**src/hdl/ccsu_pkg.sv**
```systemverilog
// Constants and types shared by the common command status unit
package ccsu_pkg;
	// Standard event bit positions
	localparam int EV_PON = 7;
	localparam int EV_CME = 5;
	localparam int EV_EXE = 4;
	localparam int EV_DDE = 3;
	localparam int EV_QYE = 2;
	localparam int EV_OPC = 0;
	// Bits that exist in the event and enable layout (6 and 1 read zero)
	localparam logic [7:0] EV_MASK = 8'hbd;
	// Status byte bit positions
	localparam int SB_OPER = 7;
	localparam int SB_MSS  = 6;
	localparam int SB_ESB  = 5;
	localparam int SB_MAV  = 4;
	localparam int SB_QUES = 3;
	// Reset values
	localparam logic [7:0] ENABLE_RST = 8'h00;
	localparam logic [7:0] LATCH_RST  = 8'h00;
	// Reply characters: completion one, decimal digit zero, identity comma
	localparam logic [7:0] CHAR_ONE   = 8'h31;
	localparam logic [7:0] CHAR_ZERO  = 8'h30;
	localparam logic [7:0] CHAR_COMMA = 8'h2c;
	// Identity reply ROM depth and address width
	localparam int IDN_LEN  = 32;
	localparam int IDN_AW   = 5;
	// Command codes delivered by the upstream parser
	typedef enum logic [3:0] {
		CMD_NONE = 4'h0,
		CMD_CLS  = 4'h1,
		CMD_ESE  = 4'h2,
		CMD_ESEQ = 4'h3,
		CMD_ESRQ = 4'h4,
		CMD_IDNQ = 4'h5,
		CMD_OPC  = 4'h6,
		CMD_OPCQ = 4'h7,
		CMD_OTHER = 4'h8
	} ccsu_cmd_t;
	// Reply sequencer states
	typedef enum logic [2:0] {
		ST_IDLE = 3'b000,
		ST_NUM  = 3'b001,
		ST_IDN  = 3'b010,
		ST_WAIT = 3'b011,
		ST_DONE = 3'b100
	} ccsu_state_t;
endpackage

```
**src/hdl/ccsu_idn_rom.sv**
```systemverilog
// Identity reply ROM with registered read data
`timescale 1ns/1ps
module ccsu_idn_rom (
	input  wire logic                        core_clk,
	input  wire logic                        rst_n,
	input  wire logic [ccsu_pkg::IDN_AW-1:0] addr,
	output logic      [7:0]                  data
);
	// Maker field is arbitrary: "MAKER,1234A,0,f1.00"; unused slots pad zero
	function automatic logic [7:0] rom_at(input logic [ccsu_pkg::IDN_AW-1:0] a);
		logic [8*19-1:0] s;
		s = "MAKER,1234A,0,f1.00";
		if (a < 5'h13) begin
			rom_at = s[8*(18-a) +: 8];
		end else begin
			rom_at = 8'h00;
		end
	endfunction

	// Registered read so the reply path sees a flop
	always_ff @(posedge core_clk or negedge rst_n) begin
		if (!rst_n) begin
			data <= 8'h00;
		end else begin
			data <= rom_at(addr);
		end
	end
endmodule // ccsu_idn_rom

```
**src/hdl/ccsu_top.sv**
```systemverilog
// Common command status unit: status clearing, event registers, identity, completion
// Function
// - Clear clears event registers and status byte
// - Clear empties the error queue
// - Clear cancels pending completion request, not query
// - Clear after terminator flushes output, clears MAV
// - Summary bit is OR of enabled events
// - Shared eight-bit event layout, bits 6,1 zero
// - Enable write takes 0..255; reset loads zero
// - Enable write saved when power-on clear zero
// - Event query returns latch and clears it
// - Identity reply fields in fixed order
// - Completion bit set only after operations finish
// - Finished means executed, settled, nothing armed
// - Completion request does not stall parsing
// - Completion query queues ASCII one
// - Completion query stalls later commands
// - Accepts mandatory and optional common commands
// - Parser accepts long and short keywords
// - Question-mark commands exist only as queries
// - Status byte bit layout fixed
// - Power-up restores or clears enables per setting
`timescale 1ns/1ps
module ccsu_top (
	input  wire logic       core_clk,
	input  wire logic       rst_n,
	input  wire logic [3:0] cmd_code,
	input  wire logic       cmd_valid,
	input  wire logic       cmd_after_term,
	input  wire logic [7:0] cmd_value,
	input  wire logic       ops_executed,
	input  wire logic       level_settled,
	input  wire logic       trig_armed,
	input  wire logic       err_cme,
	input  wire logic       err_exe,
	input  wire logic       err_dde,
	input  wire logic       err_qye,
	input  wire logic       oper_summary,
	input  wire logic       ques_summary,
	input  wire logic [7:0] sre_value,
	input  wire logic       psc_setting,
	input  wire logic [7:0] nv_enable,
	input  wire logic       out_ready,
	output logic            cmd_ready,
	output logic [7:0]      out_data,
	output logic            out_valid,
	output logic            out_flush,
	output logic            errq_clear,
	output logic            sub_event_clear,
	output logic            nv_write,
	output logic [7:0]      nv_data,
	output logic [7:0]      enable_out,
	output logic [7:0]      status_byte,
	output logic            mav
);
	// All state of the unit in one record
	typedef struct packed {
		logic                        por;         // Power-up work still to do
		logic [7:0]                  enable_reg;  // Standard event enable
		logic [7:0]                  latch_reg;   // Standard event latch
		logic                        opc_pend;    // Completion request armed
		ccsu_pkg::ccsu_state_t       state;       // Reply sequencer
		logic [7:0]                  num_reg;     // Value being printed
		logic [1:0]                  digit;       // Decimal digit index
		logic                        lead;        // Leading digit already sent
		logic [ccsu_pkg::IDN_AW-1:0] idn_addr;    // Identity ROM address
		logic                        idn_prime;   // ROM read latency slot
		logic [7:0]                  out_data;
		logic                        out_valid;
		logic                        mav;
		logic                        out_flush;
		logic                        errq_clear;
		logic                        sub_clear;
		logic                        nv_write;
		logic [7:0]                  nv_data;
		logic [7:0]                  status_byte;
		logic                        cmd_ready;
	} ccsu_st_t;

	ccsu_st_t  st_reg;           // Registered state
	ccsu_st_t  st_next;          // Next state
	logic [7:0] rom_data;        // Identity character
	logic       ops_done;        // Pending operations finished
	logic [7:0] err_set;         // Error events this cycle
	logic       esb;             // Event summary
	logic       take;            // Command taken this cycle
	logic [7:0] dig_val;         // Current decimal digit
	// Identity characters come from a small registered ROM
	ccsu_idn_rom u_rom (
		.core_clk (core_clk),
		.rst_n    (rst_n),
		.addr     (st_reg.idn_addr),
		.data     (rom_data)
	);
	// Decimal digit of the value being printed
	always_comb begin
		case (st_reg.digit)
			2'd2:    dig_val = st_reg.num_reg / 8'd100;
			2'd1:    dig_val = (st_reg.num_reg / 8'd10) % 8'd10;
			default: dig_val = st_reg.num_reg % 8'd10;
		endcase
	end

	// Next state logic for the whole unit
	always_comb begin
		st_next = st_reg;
		ops_done = ops_executed && level_settled && !trig_armed;
		err_set = '0;
		err_set[ccsu_pkg::EV_CME] = err_cme;
		err_set[ccsu_pkg::EV_EXE] = err_exe;
		err_set[ccsu_pkg::EV_DDE] = err_dde;
		err_set[ccsu_pkg::EV_QYE] = err_qye;
		// commands stall while a reply is in flight
		take = cmd_valid && st_reg.cmd_ready;
		st_next.out_flush  = 1'b0;
		st_next.errq_clear = 1'b0;
		st_next.sub_clear  = 1'b0;
		st_next.nv_write   = 1'b0;
		// Output handshake completes a character
		if (st_reg.out_valid && out_ready) begin
			st_next.out_valid = 1'b0;
		end
		// Power-up: enable restored or cleared, power-on event set
		if (st_reg.por) begin
			st_next.por = 1'b0;
			st_next.cmd_ready = 1'b1; // Commands welcome once power-up is done
			// restore only when power-on clear is zero
			st_next.enable_reg = psc_setting ? ccsu_pkg::ENABLE_RST
				: (nv_enable & ccsu_pkg::EV_MASK);
			st_next.latch_reg[ccsu_pkg::EV_PON] = 1'b1;
		end
		// long and short spellings share one code
		if (take) begin
			// query-only commands have only query codes
			case (ccsu_pkg::ccsu_cmd_t'(cmd_code))
				ccsu_pkg::CMD_CLS: begin
					st_next.latch_reg = '0;
					st_next.sub_clear = 1'b1;
					st_next.errq_clear = 1'b1;
					st_next.opc_pend = 1'b0;
					// flush output only after a terminator
					if (cmd_after_term) begin
						st_next.out_flush = 1'b1;
						st_next.out_valid = 1'b0; // MAV follows below
					end
				end
				ccsu_pkg::CMD_ESE: begin
					st_next.enable_reg = cmd_value & ccsu_pkg::EV_MASK;
					// save when power-on clear is zero
					if (!psc_setting) begin
						st_next.nv_write = 1'b1;
						st_next.nv_data  = cmd_value & ccsu_pkg::EV_MASK;
					end
				end
				ccsu_pkg::CMD_ESEQ: begin
					st_next.num_reg   = st_reg.enable_reg;
					st_next.digit     = 2'd2;
					st_next.lead      = 1'b0;
					st_next.state     = ccsu_pkg::ST_NUM;
					st_next.cmd_ready = 1'b0;
				end
				ccsu_pkg::CMD_ESRQ: begin
					st_next.num_reg   = st_reg.latch_reg;
					st_next.latch_reg = '0;
					st_next.digit     = 2'd2;
					st_next.lead      = 1'b0;
					st_next.state     = ccsu_pkg::ST_NUM;
					st_next.cmd_ready = 1'b0;
				end
				ccsu_pkg::CMD_IDNQ: begin
					st_next.idn_addr  = '0;
					st_next.idn_prime = 1'b1;
					st_next.state     = ccsu_pkg::ST_IDN;
					st_next.cmd_ready = 1'b0;
				end
				ccsu_pkg::CMD_OPC: begin
					st_next.opc_pend = 1'b1;
				end
				ccsu_pkg::CMD_OPCQ: begin
					st_next.state     = ccsu_pkg::ST_WAIT;
					st_next.cmd_ready = 1'b0;
				end
				default: begin
				end
			endcase
		end
		// completion bit only once operations finish
		if (st_reg.opc_pend && ops_done) begin
			st_next.opc_pend = 1'b0;
			st_next.latch_reg[ccsu_pkg::EV_OPC] = 1'b1;
		end
		// Hardware events win over a same-cycle clear
		st_next.latch_reg = st_next.latch_reg | err_set;
		// Reply sequencer
		case (st_reg.state)
			ccsu_pkg::ST_IDLE: begin // Keep whatever the dispatch chose
			end
			ccsu_pkg::ST_NUM: begin
				if (!st_reg.out_valid || out_ready) begin
					if (st_reg.digit == 2'd0 || st_reg.lead || dig_val != 8'h00) begin
						st_next.out_data  = ccsu_pkg::CHAR_ZERO + dig_val;
						st_next.out_valid = 1'b1;
						st_next.lead      = 1'b1;
					end
					if (st_reg.digit == 2'd0) begin
						st_next.state = ccsu_pkg::ST_DONE;
					end else begin
						st_next.digit = st_reg.digit - 2'd1;
					end
				end
			end
			ccsu_pkg::ST_IDN: begin
				if (st_reg.idn_prime) begin
					st_next.idn_prime = 1'b0;
				end else if (!st_reg.out_valid || out_ready) begin
					if (rom_data == 8'h00) begin
						st_next.state = ccsu_pkg::ST_DONE;
					end else begin
						st_next.out_data  = rom_data;
						st_next.out_valid = 1'b1;
						st_next.idn_addr  = st_reg.idn_addr + 5'd1;
						st_next.idn_prime = 1'b1;
					end
				end
			end
			ccsu_pkg::ST_WAIT: begin
				if (ops_done && (!st_reg.out_valid || out_ready)) begin
					st_next.out_data  = ccsu_pkg::CHAR_ONE;
					st_next.out_valid = 1'b1;
					st_next.state     = ccsu_pkg::ST_DONE;
				end
			end
			ccsu_pkg::ST_DONE: begin
				// Last character queued; accept commands again
				st_next.state     = ccsu_pkg::ST_IDLE;
				st_next.cmd_ready = 1'b1;
			end
			default: begin
				st_next.state = ccsu_pkg::ST_IDLE;
			end
		endcase
		// MAV tracks the held character; drops once drained or flushed
		st_next.mav = st_next.out_valid;
		esb = |(st_next.latch_reg & st_next.enable_reg & ccsu_pkg::EV_MASK);
		st_next.status_byte = '0;
		st_next.status_byte[ccsu_pkg::SB_OPER] = oper_summary;
		st_next.status_byte[ccsu_pkg::SB_ESB]  = esb;
		st_next.status_byte[ccsu_pkg::SB_MAV]  = st_next.mav;
		st_next.status_byte[ccsu_pkg::SB_QUES] = ques_summary;
		st_next.status_byte[ccsu_pkg::SB_MSS]  = |(st_next.status_byte & sre_value & 8'hbf);
		// bits 6 and 1 read zero
		st_next.latch_reg = st_next.latch_reg & ccsu_pkg::EV_MASK;
	end

	// State register; power-up work flagged at reset
	always_ff @(posedge core_clk or negedge rst_n) begin
		if (!rst_n) begin
			st_reg           <= '0;
			st_reg.por       <= 1'b1;
			st_reg.enable_reg <= ccsu_pkg::ENABLE_RST;
			st_reg.latch_reg <= ccsu_pkg::LATCH_RST;
		end else begin
			st_reg <= st_next;
		end
	end

	// Outputs straight from the state flops
	assign cmd_ready       = st_reg.cmd_ready;
	assign out_data        = st_reg.out_data;
	assign out_valid       = st_reg.out_valid;
	assign out_flush       = st_reg.out_flush;
	assign errq_clear      = st_reg.errq_clear;
	assign sub_event_clear = st_reg.sub_clear;
	assign nv_write        = st_reg.nv_write;
	assign nv_data         = st_reg.nv_data;
	assign enable_out      = st_reg.enable_reg;
	assign status_byte     = st_reg.status_byte;
	assign mav             = st_reg.mav;

	// latch reads zero after an event query
	chk_esr_clears: assert property (@(posedge core_clk) disable iff (!rst_n)
		(take && cmd_code == 4'h4 && !(|err_set) && !(st_reg.opc_pend && ops_done))
		|=> (st_reg.latch_reg == 8'h00)) else $error("latch not cleared by read");
	chk_cls_errq: assert property (@(posedge core_clk) disable iff (!rst_n)
		(take && cmd_code == 4'h1) |=> errq_clear) else $error("error queue not cleared");
	chk_cls_flush: assert property (@(posedge core_clk) disable iff (!rst_n)
		out_flush |-> $past(take && cmd_code == 4'h1 && cmd_after_term))
		else $error("flush without terminator clear");
	chk_esb_sum: assert property (@(posedge core_clk) disable iff (!rst_n)
		!st_reg.por && !$past(st_reg.por) |->
		status_byte[5] == |(st_reg.latch_reg & st_reg.enable_reg)) else $error("summary wrong");
	chk_ev_layout: assert property (@(posedge core_clk) disable iff (!rst_n)
		((st_reg.latch_reg & 8'h42) == 8'h00) && ((enable_out & 8'h42) == 8'h00))
		else $error("reserved event bits set");
	// nonvolatile save follows an enable write
	chk_nv_save: assert property (@(posedge core_clk) disable iff (!rst_n)
		(take && cmd_code == 4'h2 && !psc_setting) |=> (nv_write && nv_data == enable_out))
		else $error("enable not saved");
	// completion bit not set before finish
	chk_opc_wait: assert property (@(posedge core_clk) disable iff (!rst_n)
		(st_reg.opc_pend && !ops_done && !st_reg.latch_reg[0] && !take) |=>
		!st_reg.latch_reg[0]) else $error("completion bit early");
	// no command taken while waiting on completion query
	chk_opcq_stall: assert property (@(posedge core_clk) disable iff (!rst_n)
		(st_reg.state == ccsu_pkg::ST_WAIT) |-> !cmd_ready) else $error("accepted during query");
	chk_opcq_char: assert property (@(posedge core_clk) disable iff (!rst_n)
		(st_reg.state == ccsu_pkg::ST_WAIT && ops_done && !out_valid) |=>
		(out_valid && out_data == 8'h31)) else $error("wrong completion reply");
	// Main scenarios
	cov_opcq: cover property (@(posedge core_clk) disable iff (!rst_n)
		st_reg.state == ccsu_pkg::ST_WAIT ##[1:20] out_data == 8'h31);
	cov_idn: cover property (@(posedge core_clk) disable iff (!rst_n)
		st_reg.state == ccsu_pkg::ST_IDN ##[1:100] st_reg.state == ccsu_pkg::ST_DONE);
	cov_cls: cover property (@(posedge core_clk) disable iff (!rst_n) out_flush);
endmodule // ccsu_top

```
**config.mk**
```make
export PLATFORM = sky130hd
export DESIGN_NAME = ccsu_top
export DESIGN_NICKNAME = d
export VERILOG_FILES = /design/src/hdl/ccsu_pkg.sv /design/src/hdl/ccsu_idn_rom.sv /design/src/hdl/ccsu_top.sv
export SDC_FILE = /design/constraint.sdc
export NUM_CORES = 1
export LEC_CHECK = 0
export ABC_AREA = 1
export CAP_MARGIN = 15
export CORE_MARGIN = 2
export CORE_UTILIZATION = 58
export DETAILED_ROUTE_END_ITERATION = 7
export DONT_BUFFER_PORTS = 1
export GPL_TIMING_DRIVEN = 0
export PLACE_DENSITY = 0.8
export SYNTH_ARGS = -nofsm -noshare
export SYNTH_HDL_FRONTEND = slang
export SYNTH_SLANG_ARGS = --single-unit
```
**constraint.sdc**
```tcl
create_clock -name core_clk -period 4.25 [get_ports core_clk]
set_clock_uncertainty 0.2 [all_clocks]
set_input_delay 0.85 -clock core_clk [delete_from_list [all_inputs] [get_ports core_clk]]
set_output_delay 0.85 -clock core_clk [all_outputs]
set_load 0.03 [all_outputs]
```
==> Word level (Yosys, flattened, before mapping) <==
Cells that the tools add are included.
{ "word_totals": {"regBits": 69, "n_memories": 0, "wordCells": 127, "romBits": 0, "ram_bits": 0, "inputBits": 43, "latch_bits": 0, "output_inout_bits": 39} }
{ "op_classes": {"eq_ne": 19, "reduce_logical": 28, "n_mux": 46, "bitwise_logic": 4, "addsub": 4, "shifts": 1, "n_mul": 0, "div": 4, "magnitude_cmp": 1} }
{ "ops": {"columns": ["operator", "n"], "rows": [
  ["variable part select 152 x 33 -> 8 bit, first input constant", 1],
  ["two-way mux 9 bit", 7],
  ["two-way mux 37 bit", 1],
  ["two-way mux 8 bit", 4],
  ["two-way mux 15 bit", 2],
  ["two-way mux 3 bit", 9],
  ["case mux 9 bit (3 select lines)", 1],
  ["case mux 11 bit (2 select lines)", 1],
  ["AND 8 bit", 2],
  ["== test 4 x 3 -> 1 bit, second input constant", 4],
  ["remainder unit 8 x 4 -> 8 bit, second input constant", 2],
  ["case mux 8 bit (2 select lines)", 1],
  ["two-way mux 12 bit", 1],
  ["two-way mux 6 bit", 2],
  ["!= test 2 bit, second input constant", 6],
  ["case mux 3 bit (4 select lines)", 1],
  ["two-way mux 1 bit", 11],
  ["case mux 3 bit (3 select lines)", 1],
  ["adder 6 x 8 -> 8 bit, first input constant", 1],
  ["divider 8 x 4 -> 8 bit, second input constant", 1],
  ["divider 8 x 7 -> 8 bit, second input constant", 1],
  ["== test 4 x 2 -> 1 bit, second input constant", 2],
  ["zero test 8 bit", 1],
  ["OR 8 x 6 -> 8 bit", 1],
  ["29 further kinds", 43]
]} }

==> Depth between registers and ports, before layout <==
Gate-level depths: netlist (run 1).
{ "logic_depth": {"ltp_word": 11, "mapped_depth": 41, "ltp_nobuf": 40} }

==> Hierarchy <==
A second synthesis (run 1) with hierarchy kept.
{ "hier_totals": {"cells_unflattened": 702, "area_unflattened_um2": 4924.7} }
{ "modules_own_cells": {"columns": ["mod", "area_each_um2", "cells_each", "instances", "seq_area_each_um2"], "rows": [
  ["ccsu_top", 4290.4, 606, 1, 1477.7],
  ["ccsu_idn_rom", 634.4, 96, 1, 175.2]
]} }

==> Worst setup path after synthesis (run 1) <==
Ideal clock, no wire load.
{ "synth_path": {"kind": "reg-to-reg", "start": "register st_reg[38] (netlist bit)", "end": "register st_reg (netlist bit out_data[3])", "arrival_ps": 3851, "slack_ps": 133, "setup_time_ps": 66, "required_time_ps": 3984, "period_less_slack_ps": 4117, "stages_incl_launch_ff": 37, "path_cell_list": "dfrtp_1 nand2_2 buf_6 nand2_1 ha_1 nand3_1 o21ai_2 nand2_4 nand2_4 xor2_4 nand2_2 nand2_2 nand4_1 nand2_2 inv_2 ha_1 inv_1 nand3_1 nand2_1 nand2_1 nand2_1 nand2_1 o21ai_1 inv_1 nor2_2 nand2_2 clkinv_1 nor2_1 nand2_1 ha_1 and3_1 nand2_2 nor2_4 nand3_4 o21ai_4 nand2_1 nand2_1"} }
{ "synth_between": {"elab_chain_cells": 6, "word_cells_on_any_way": 13} }
{ "synth_lines": {"columns": ["item", "line_no", "text"], "rows": [
  ["from (decl)", "ccsu_top.sv:80", "ccsu_st_t st_reg;"],
  ["from (signal assigned)", "ccsu_top.sv:263", "st_reg <= st_next;"],
  ["== test 2 x 1 -> 1 bit or == test 2 bit (tied branches)", "ccsu_top.sv:97", "case (st_reg.digit)"],
  ["case mux 8 bit (2 select lines)", "ccsu_top.sv:97", null],
  ["adder 6 x 8 -> 8 bit or nonzero test 8 bit (tied branches)", "ccsu_top.sv:201, ccsu_top.sv:200", null],
  ["two-way mux 9 bit or logical OR 1 bit (tied branches)", "ccsu_top.sv:200", "if (st_reg.digit == 2'd0 || st_reg.lead || dig_val != 8'h00) begin"],
  ["two-way mux 9 bit or != test 2 bit (tied branches)", null, null],
  ["case mux 9 bit (3 select lines) or AND reduction 7 bit (tied branches)", null, null]
]} }
Several ways; a longest one is shown, not always the timed one. The select of a mux whose other input is x is not followed.
A chain may end at the register's enable or synchronous reset.

==> Worst setup path after layout (run 1) <==
{ "layout_path": {"start": "register st_reg[39] (netlist bit)", "end": "register st_reg (netlist bit out_data[5])"} }
Same word-level chain as after synthesis.

==> flow_summary.ini, run 1 <==
[yosys]
synth.yosys.seq_area_share = 0.361
netlist_area_mm2 = 0.00458
post_synth_inst_count = 638
yosys_most_used_dff = sky130_fd_sc_hd__dfrtp_1
synth.area.top_cells = sky130_fd_sc_hd__dfrtp_1, sky130_fd_sc_hd__nand2_1, sky130_fd_sc_hd__inv_1, sky130_fd_sc_hd__buf_4, sky130_fd_sc_hd__nand3_1
netlist-cell-type-count = 53
synth_edf_count = 0
synthDominantCellAreaShare = 0.355
synth_warnings = 0
yosysTopAreaCell = sky130_fd_sc_hd__dfrtp_1
main_combinational_cell_family_by_area_after_synthesis = simple AND/OR/NAND/NOR gates
async_reset_ff_frac = 1.00
synthMuxAreaShare = 0
postSynthRegisterBits = 66
synth-compound-area-share = 0.160
synth-xor-area-share = 0.0175
yosys.area_share.adder = 0.0164
syn_area_per_cell_um2 = 7.18
post_synth_and_or_nand_nor_area_fraction = 0.287

[clock_tree]
tritoncts = built
cts_inserted_buffers = 9
cts.root.buffer_cell = sky130_fd_sc_hd__clkbuf_8
cts.reportedPaths.clkPinSlew_ns = 0.07
clock_path_buffers = 2
htree_levels = 3
cts.sink_count = 66
clock_insertion_delay_worst_skew_ns = 0.35

[placed_design]
numPlacedInstances = 745
gp_routability_congestion = 0.872
place_area_mm2 = 0.00473
place_hpwl_um = 7500
port_buffers = 0

[sta]
worst_pin_slew_ns = 0.937
setup_ws_ns = -0.171
grt_setup_unrepaired = true
ratio_of_final_minimum_period_to_clock_period = 1.04
slew-limit-headroom = 0.359
timing.final.hold_violations = 0
timing.final.setup_violations = 9
max_clock_freq_mhz = 226
min_period_ns = 4.42
final-max-slew-violation-count = 0

[cells_and_area]
commonest_non_fill_non_tap_cell_in_the_layout = sky130_fd_sc_hd__nand2_1
synthToLayoutAreaGrowth_pct = 17.8
fill_cells = 617
ff_latch_area_mm2 = 0.00165
multi_input_comb_area_mm2 = 0.00240
post_layout_nonfiller_instances = 798
layout.nets = 740
largest_register_ffs = 28
n_antenna_cell = 0
finish.instance_area_mm2 = 0.00539
most-common-layout-cells = sky130_fd_sc_hd__nand2_1, sky130_fd_sc_hd__inv_1, sky130_fd_sc_hd__buf_4
drive_above_1_share = 0.227

[routing]
drt_wl_total_um = 11300
detailed_route_via_count = 4323
drcViolationCount = 0
drtPass1Iterations = 6
detailedRoute.firstIterationViolations = 236
antenna_left = 0
routed_via_density = 5.42
wl_per_cell_um = 14.2

[floorplan]
fp.dieW_um = 92.9
row_count = 32
die_y_um = 92.9
die_area_mm2 = 0.00862
fp.coreArea_mm2 = 0.00769
boundaryPins = 82
start_util = 0.596

[worst_setup_path]
worstPathMaxFanout = 8
worst_setup_path_start_kind = flip-flop
worst_path_largest_cell_delay_ns = 0.40
worst_setup_path_end_kind = flip-flop
cp.arrival_ns = 4.50
cp_data_required_time_ns = 4.33
crit_slowest_cell = sky130_fd_sc_hd__dfrtp_1
criticalPathCategory = flip-flop to flip-flop
critPathMostFrequentCell = sky130_fd_sc_hd__nand2_2

[worst_hold_path]
hold_class = primary input to asynchronous set/reset pin

[global_route]
maximum_number_of_pins_on_one_net_before_global_route_repair = 56
antenna_found_initial = 0
track_usage = 0.258
grt-ovfl-total = 0
grt_pass1_wl_um = 18000
vias_in_the_first_global_route = 4072

[run_status]
status = finished with violations
violations = negative setup slack

[run]
max-cap-violations = 0
## Yosys cell counts, drive strengths merged (2+ instances only)
library cell,number
ha,6
o21bai,5
clkbuf,3
a31oi,2
clkinv,7
nor2,52
nor4,2
nand3,51
nor3,10
o22ai,11
o21ai,43
a311oi,3
a21boi,3
buf,37
a21oi,23
nand2,164
a22o,2
or2,2
nand4,4
xor2,6
dfrtp,65
inv,108
a211oi,2
a21o,2
a2111oi,2
and3,2
o211ai,11
## per-stage QoR
stage | util | setup WS, ns | hold slack, ns | TNS (ns)
final | 0.702 | -0.171 | 0.00753 | -1.20
after detailed placement | 0.615 | -0.327 | 0.259 | -3.22
after global routing | 0.702 | -0.443 | 0.00320 | -4.11
after global placement | 0.615 | -0.225 | 0.258 | -1.89
after CTS | 0.682 | -0.143 | 0.00154 | -1.10
after floorplan | - | 0.133 | 0.242 | 0
## worst paths after layout
check,endpoint,from,cells past startpoint,slack (ns)
max,out_data[5],st_reg[39],38,-0.17
max reg2reg,out_data[5],st_reg[39],38,-0.17
min reg2reg,out_data[6],out_data[6],2,0.27
max in group asynchronous,u_rom.data[1],rst_n,1,2.97
min in group core_clk,out_data[6],out_data[6],2,0.27
min,st_reg[39],rst_n,0,0.008
## cells by family after synthesis
kind of cell,count (synthesis)
compound gates,115
xor+xnor,7
fa+ha+maj,6
buf+inv,155
flops,66
other cells,1
simple gates,288
## what timing repair did
action                                  in CTS  in global routing
endpoints found under the hold margin       55                  0
endpoints found under the setup margin      11                 11
cloned                                       0                  0
resized for setup                           25                 22
buffers inserted                            25                 10
hold buffers                                 2                  0
pin swaps                                   22                 25
## final cells by class
type / instances / share of cell area
timing repair buffer: 37 / 0.0557
tap: 102 / 0.0237
clock inverter: 4 / 0.00974
buffer: 40 / 0.0538
sequential: 66 / 0.306
inverter: 115 / 0.0810
multi-input combinational: 422 / 0.445
clock buffer: 12 / 0.0251
## worst max-delay path: cells and delay by family, from the launching register on
| kind | cells | cell delay (ns) |
|---|---|---|
| buffers and inverters | 7 | 0.47 |
| DFF | 1 | 0.40 |
| xor gates and xnor gates | 1 | 0.17 |
| and+or+nand+nor | 24 | 2.06 |
| AOI/OAI and AO/OA | 3 | 0.47 |
| adders and majority gates | 3 | 0.56 |
## per-layer routing
metal  vias to the layer above  track usage  wire, um
li1                       2138            -         -
met1                      1978        0.318      4560
met2                       172        0.449      5680
met3                        35       0.0472       718
met4                         0        0.100       339
met5                         -            0         0
Power of run 1 is not shown: default switching activity piles up to over one toggle a cycle in this logic, so the estimate is an artifact.
==> inputs of run 2 (changes only) <==
BUFFER_PORTS_ARGS = -buffer_cell sky130_fd_sc_hd__buf_4   (was unset)
CORE_UTILIZATION = 51   (was 58)
DONT_BUFFER_PORTS = unset   (was 1)
HOLD_SLACK_MARGIN = 0.12   (was unset)
PLACE_DENSITY = 0.81   (was 0.8)
==> run 2 against run 1 <==
The flow still finishes with violations (negative setup slack); register-to-register slack worse by 0.12 ns; worst setup slack worse by 0.12 ns; critical path depth down 7; routed wire length up 7.5%; die area up 13%; non-clock buffer count up 81; first-iteration DRC count up 44%.
==> flow_summary.ini, run 2 (synthesis gave the netlist of run 1 again) <==
[run_status]
status = finished with violations
violations = negative setup slack

[placed_design]
place_hpwl_um = 8180
dp_slack_ns = -0.363
port_buffers = 68
gp_routability_congestion = 0.838

[sta]
setup_ws_ns = -0.290
min_period_ns = 4.54
ratio_of_final_minimum_period_to_clock_period = 1.07
timing.final.setup_violations = 11
worst_hold_margin_ns = 0.273
max_clock_freq_mhz = 220
slew-limit-headroom = 0.398
grt_setup_unrepaired = true
worst_pin_slew_ns = 0.880
timing.final.hold_violations = 0
final-max-slew-violation-count = 0

[worst_hold_path]
holdPathStages = 2
min_to = out_data[6]
hold_class = flip-flop to flip-flop
hold_path.startpoint = out_data[6]

[clock_tree]
tritoncts = built
clock_insertion_delay_worst_skew_ns = 0.34
cts.sink_count = 66
htree_levels = 3
cts.root.buffer_cell = sky130_fd_sc_hd__clkbuf_8
cts.reportedPaths.clkPinSlew_ns = 0.08
cts_hold_repair.buffers = 0
clock_path_buffers = 2
cts_inserted_buffers = 9

[worst_setup_path]
criticalPathCategory = flip-flop to flip-flop
reg2reg_setup_slack_ns = -0.29
critPathMostFrequentCell = sky130_fd_sc_hd__buf_4
critical_path.reg2reg.endpoint = out_data[6]
crit-reg2reg-launch = st_reg[39]
cp_data_required_time_ns = 4.29
worst_setup_path_end_kind = flip-flop
worst_path_largest_cell_delay_ns = 0.38
crit_slowest_cell = sky130_fd_sc_hd__dfrtp_1
worst_setup_path_start_kind = flip-flop
cp.arrival_ns = 4.58
worstPathMaxFanout = 6
cell_depth_of_the_worst_flop_to_flop_path = 31

[floorplan]
fp.coreArea_mm2 = 0.00872
die_y_um = 98.8
row_count = 34
fp.dieW_um = 98.8
boundaryPins = 82
die_area_mm2 = 0.00976
start_util = 0.525

[cells_and_area]
largest_register_ffs = 28
fill_cells = 680
commonest_non_fill_non_tap_cell_in_the_layout = sky130_fd_sc_hd__buf_4
layout.nets = 821
most-common-layout-cells = sky130_fd_sc_hd__buf_4, sky130_fd_sc_hd__nand2_1, sky130_fd_sc_hd__inv_1
n_antenna_cell = 0
drive_above_1_share = 0.313
utilization = 0.690
synthToLayoutAreaGrowth_pct = 31.4

[routing]
drtPass1Iterations = 5
routed_via_density = 5.32
detailed_route_via_count = 4710
drt_wl_total_um = 12100
drcViolationCount = 0
detailedRoute.firstIterationViolations = 340
antenna_left = 0
wl_per_cell_um = 13.7

[global_route]
maximum_number_of_pins_on_one_net_before_global_route_repair = 67
antenna_found_initial = 0
track_usage = 0.257
grt_pass1_wl_um = 20800
grt-ovfl-total = 0
vias_in_the_first_global_route = 4687

[run]
max-cap-violations = 0
-- run 2: cell count changes in the layout (fill, tap and decap cells not counted), moves of 2 or more --
cell	previous run	this run
sky130_fd_sc_hd__clkbuf_1	6	4
sky130_fd_sc_hd__buf_4	70	152
sky130_fd_sc_hd__inv_1	99	101
sky130_fd_sc_hd__clkinv_1	6	4
sky130_fd_sc_hd__nand3_2	5	9
sky130_fd_sc_hd__nand3_1	43	40
sky130_fd_sc_hd__nand2_4	10	7
sky130_fd_sc_hd__nand2_2	20	22
sky130_fd_sc_hd__bufinv_16	1	3
-- run 2: worst max-delay path: cells and delay by family (launching register included) --
| kind | cells | cell delay [ns] |
|---|---|---|
| and+or+nand+nor | 9 | 1.14 |
| DFF | 1 | 0.38 |
| buffers and inverters | 21 | 2.45 |
| AOI/OAI and AO/OA | 1 | 0.26 |
-- run 2: layout make-up --
type                            count  area [um^2]  share of cell area
Inverter                          115          439              0.0730
Multi-Input combinational cell    422         2370               0.394
Timing Repair Buffer              118          890               0.148
Buffer                             40          290              0.0482
Sequential cell                    66         1650               0.275
Clock inverter                      6          115              0.0191
Tap cell                          108          135              0.0224
Clock buffer                       10          128              0.0212
-- run 2: per-stage QoR --
step	area [um^2]	setup TNS [ns]	instances
after floorplan	4600	0	643
after global placement	5250	-1.83	819
after detailed placement	5250	-3.52	819
after CTS	5950	-0.939	882
after global routing	6020	-5.23	885
final	6020	-2.57	885
-- run 2: how the worst max path moves through the flow --
| stage | start | endpoint | slack (ns) | cells past startpoint |
|---|---|---|---|---|
| detailed placement | st_reg[38] | status_byte[6] | -0.36 | 38 |
| floorplan | st_reg[38] | out_data[3] | 0.13 | 36 |
| global route | st_reg[39] | out_data[6] | -0.53 | 31 |
| global placement | st_reg[38] | status_byte[6] | -0.20 | 37 |
| finish | st_reg[39] | out_data[6] | -0.29 | 31 |
| CTS | st_reg[39] | out_data[3] | -0.12 | 39 |
-- run 2: routing by layer --
metal,track usage,wire [um],up-vias
met5,0,0,-
met4,0.0790,263,0
met3,0.0440,708,27
met2,0.462,6290,161
met1,0.316,4880,2238
li1,-,-,2284
-- run 2: repair_timing --
item                                    in CTS  in global routing
buffers inserted                            47                  3
endpoints found under the setup margin      11                 11
resized for setup                           30                 14
pin swaps                                   23                 25
Power of run 2 is left out for the same reason.
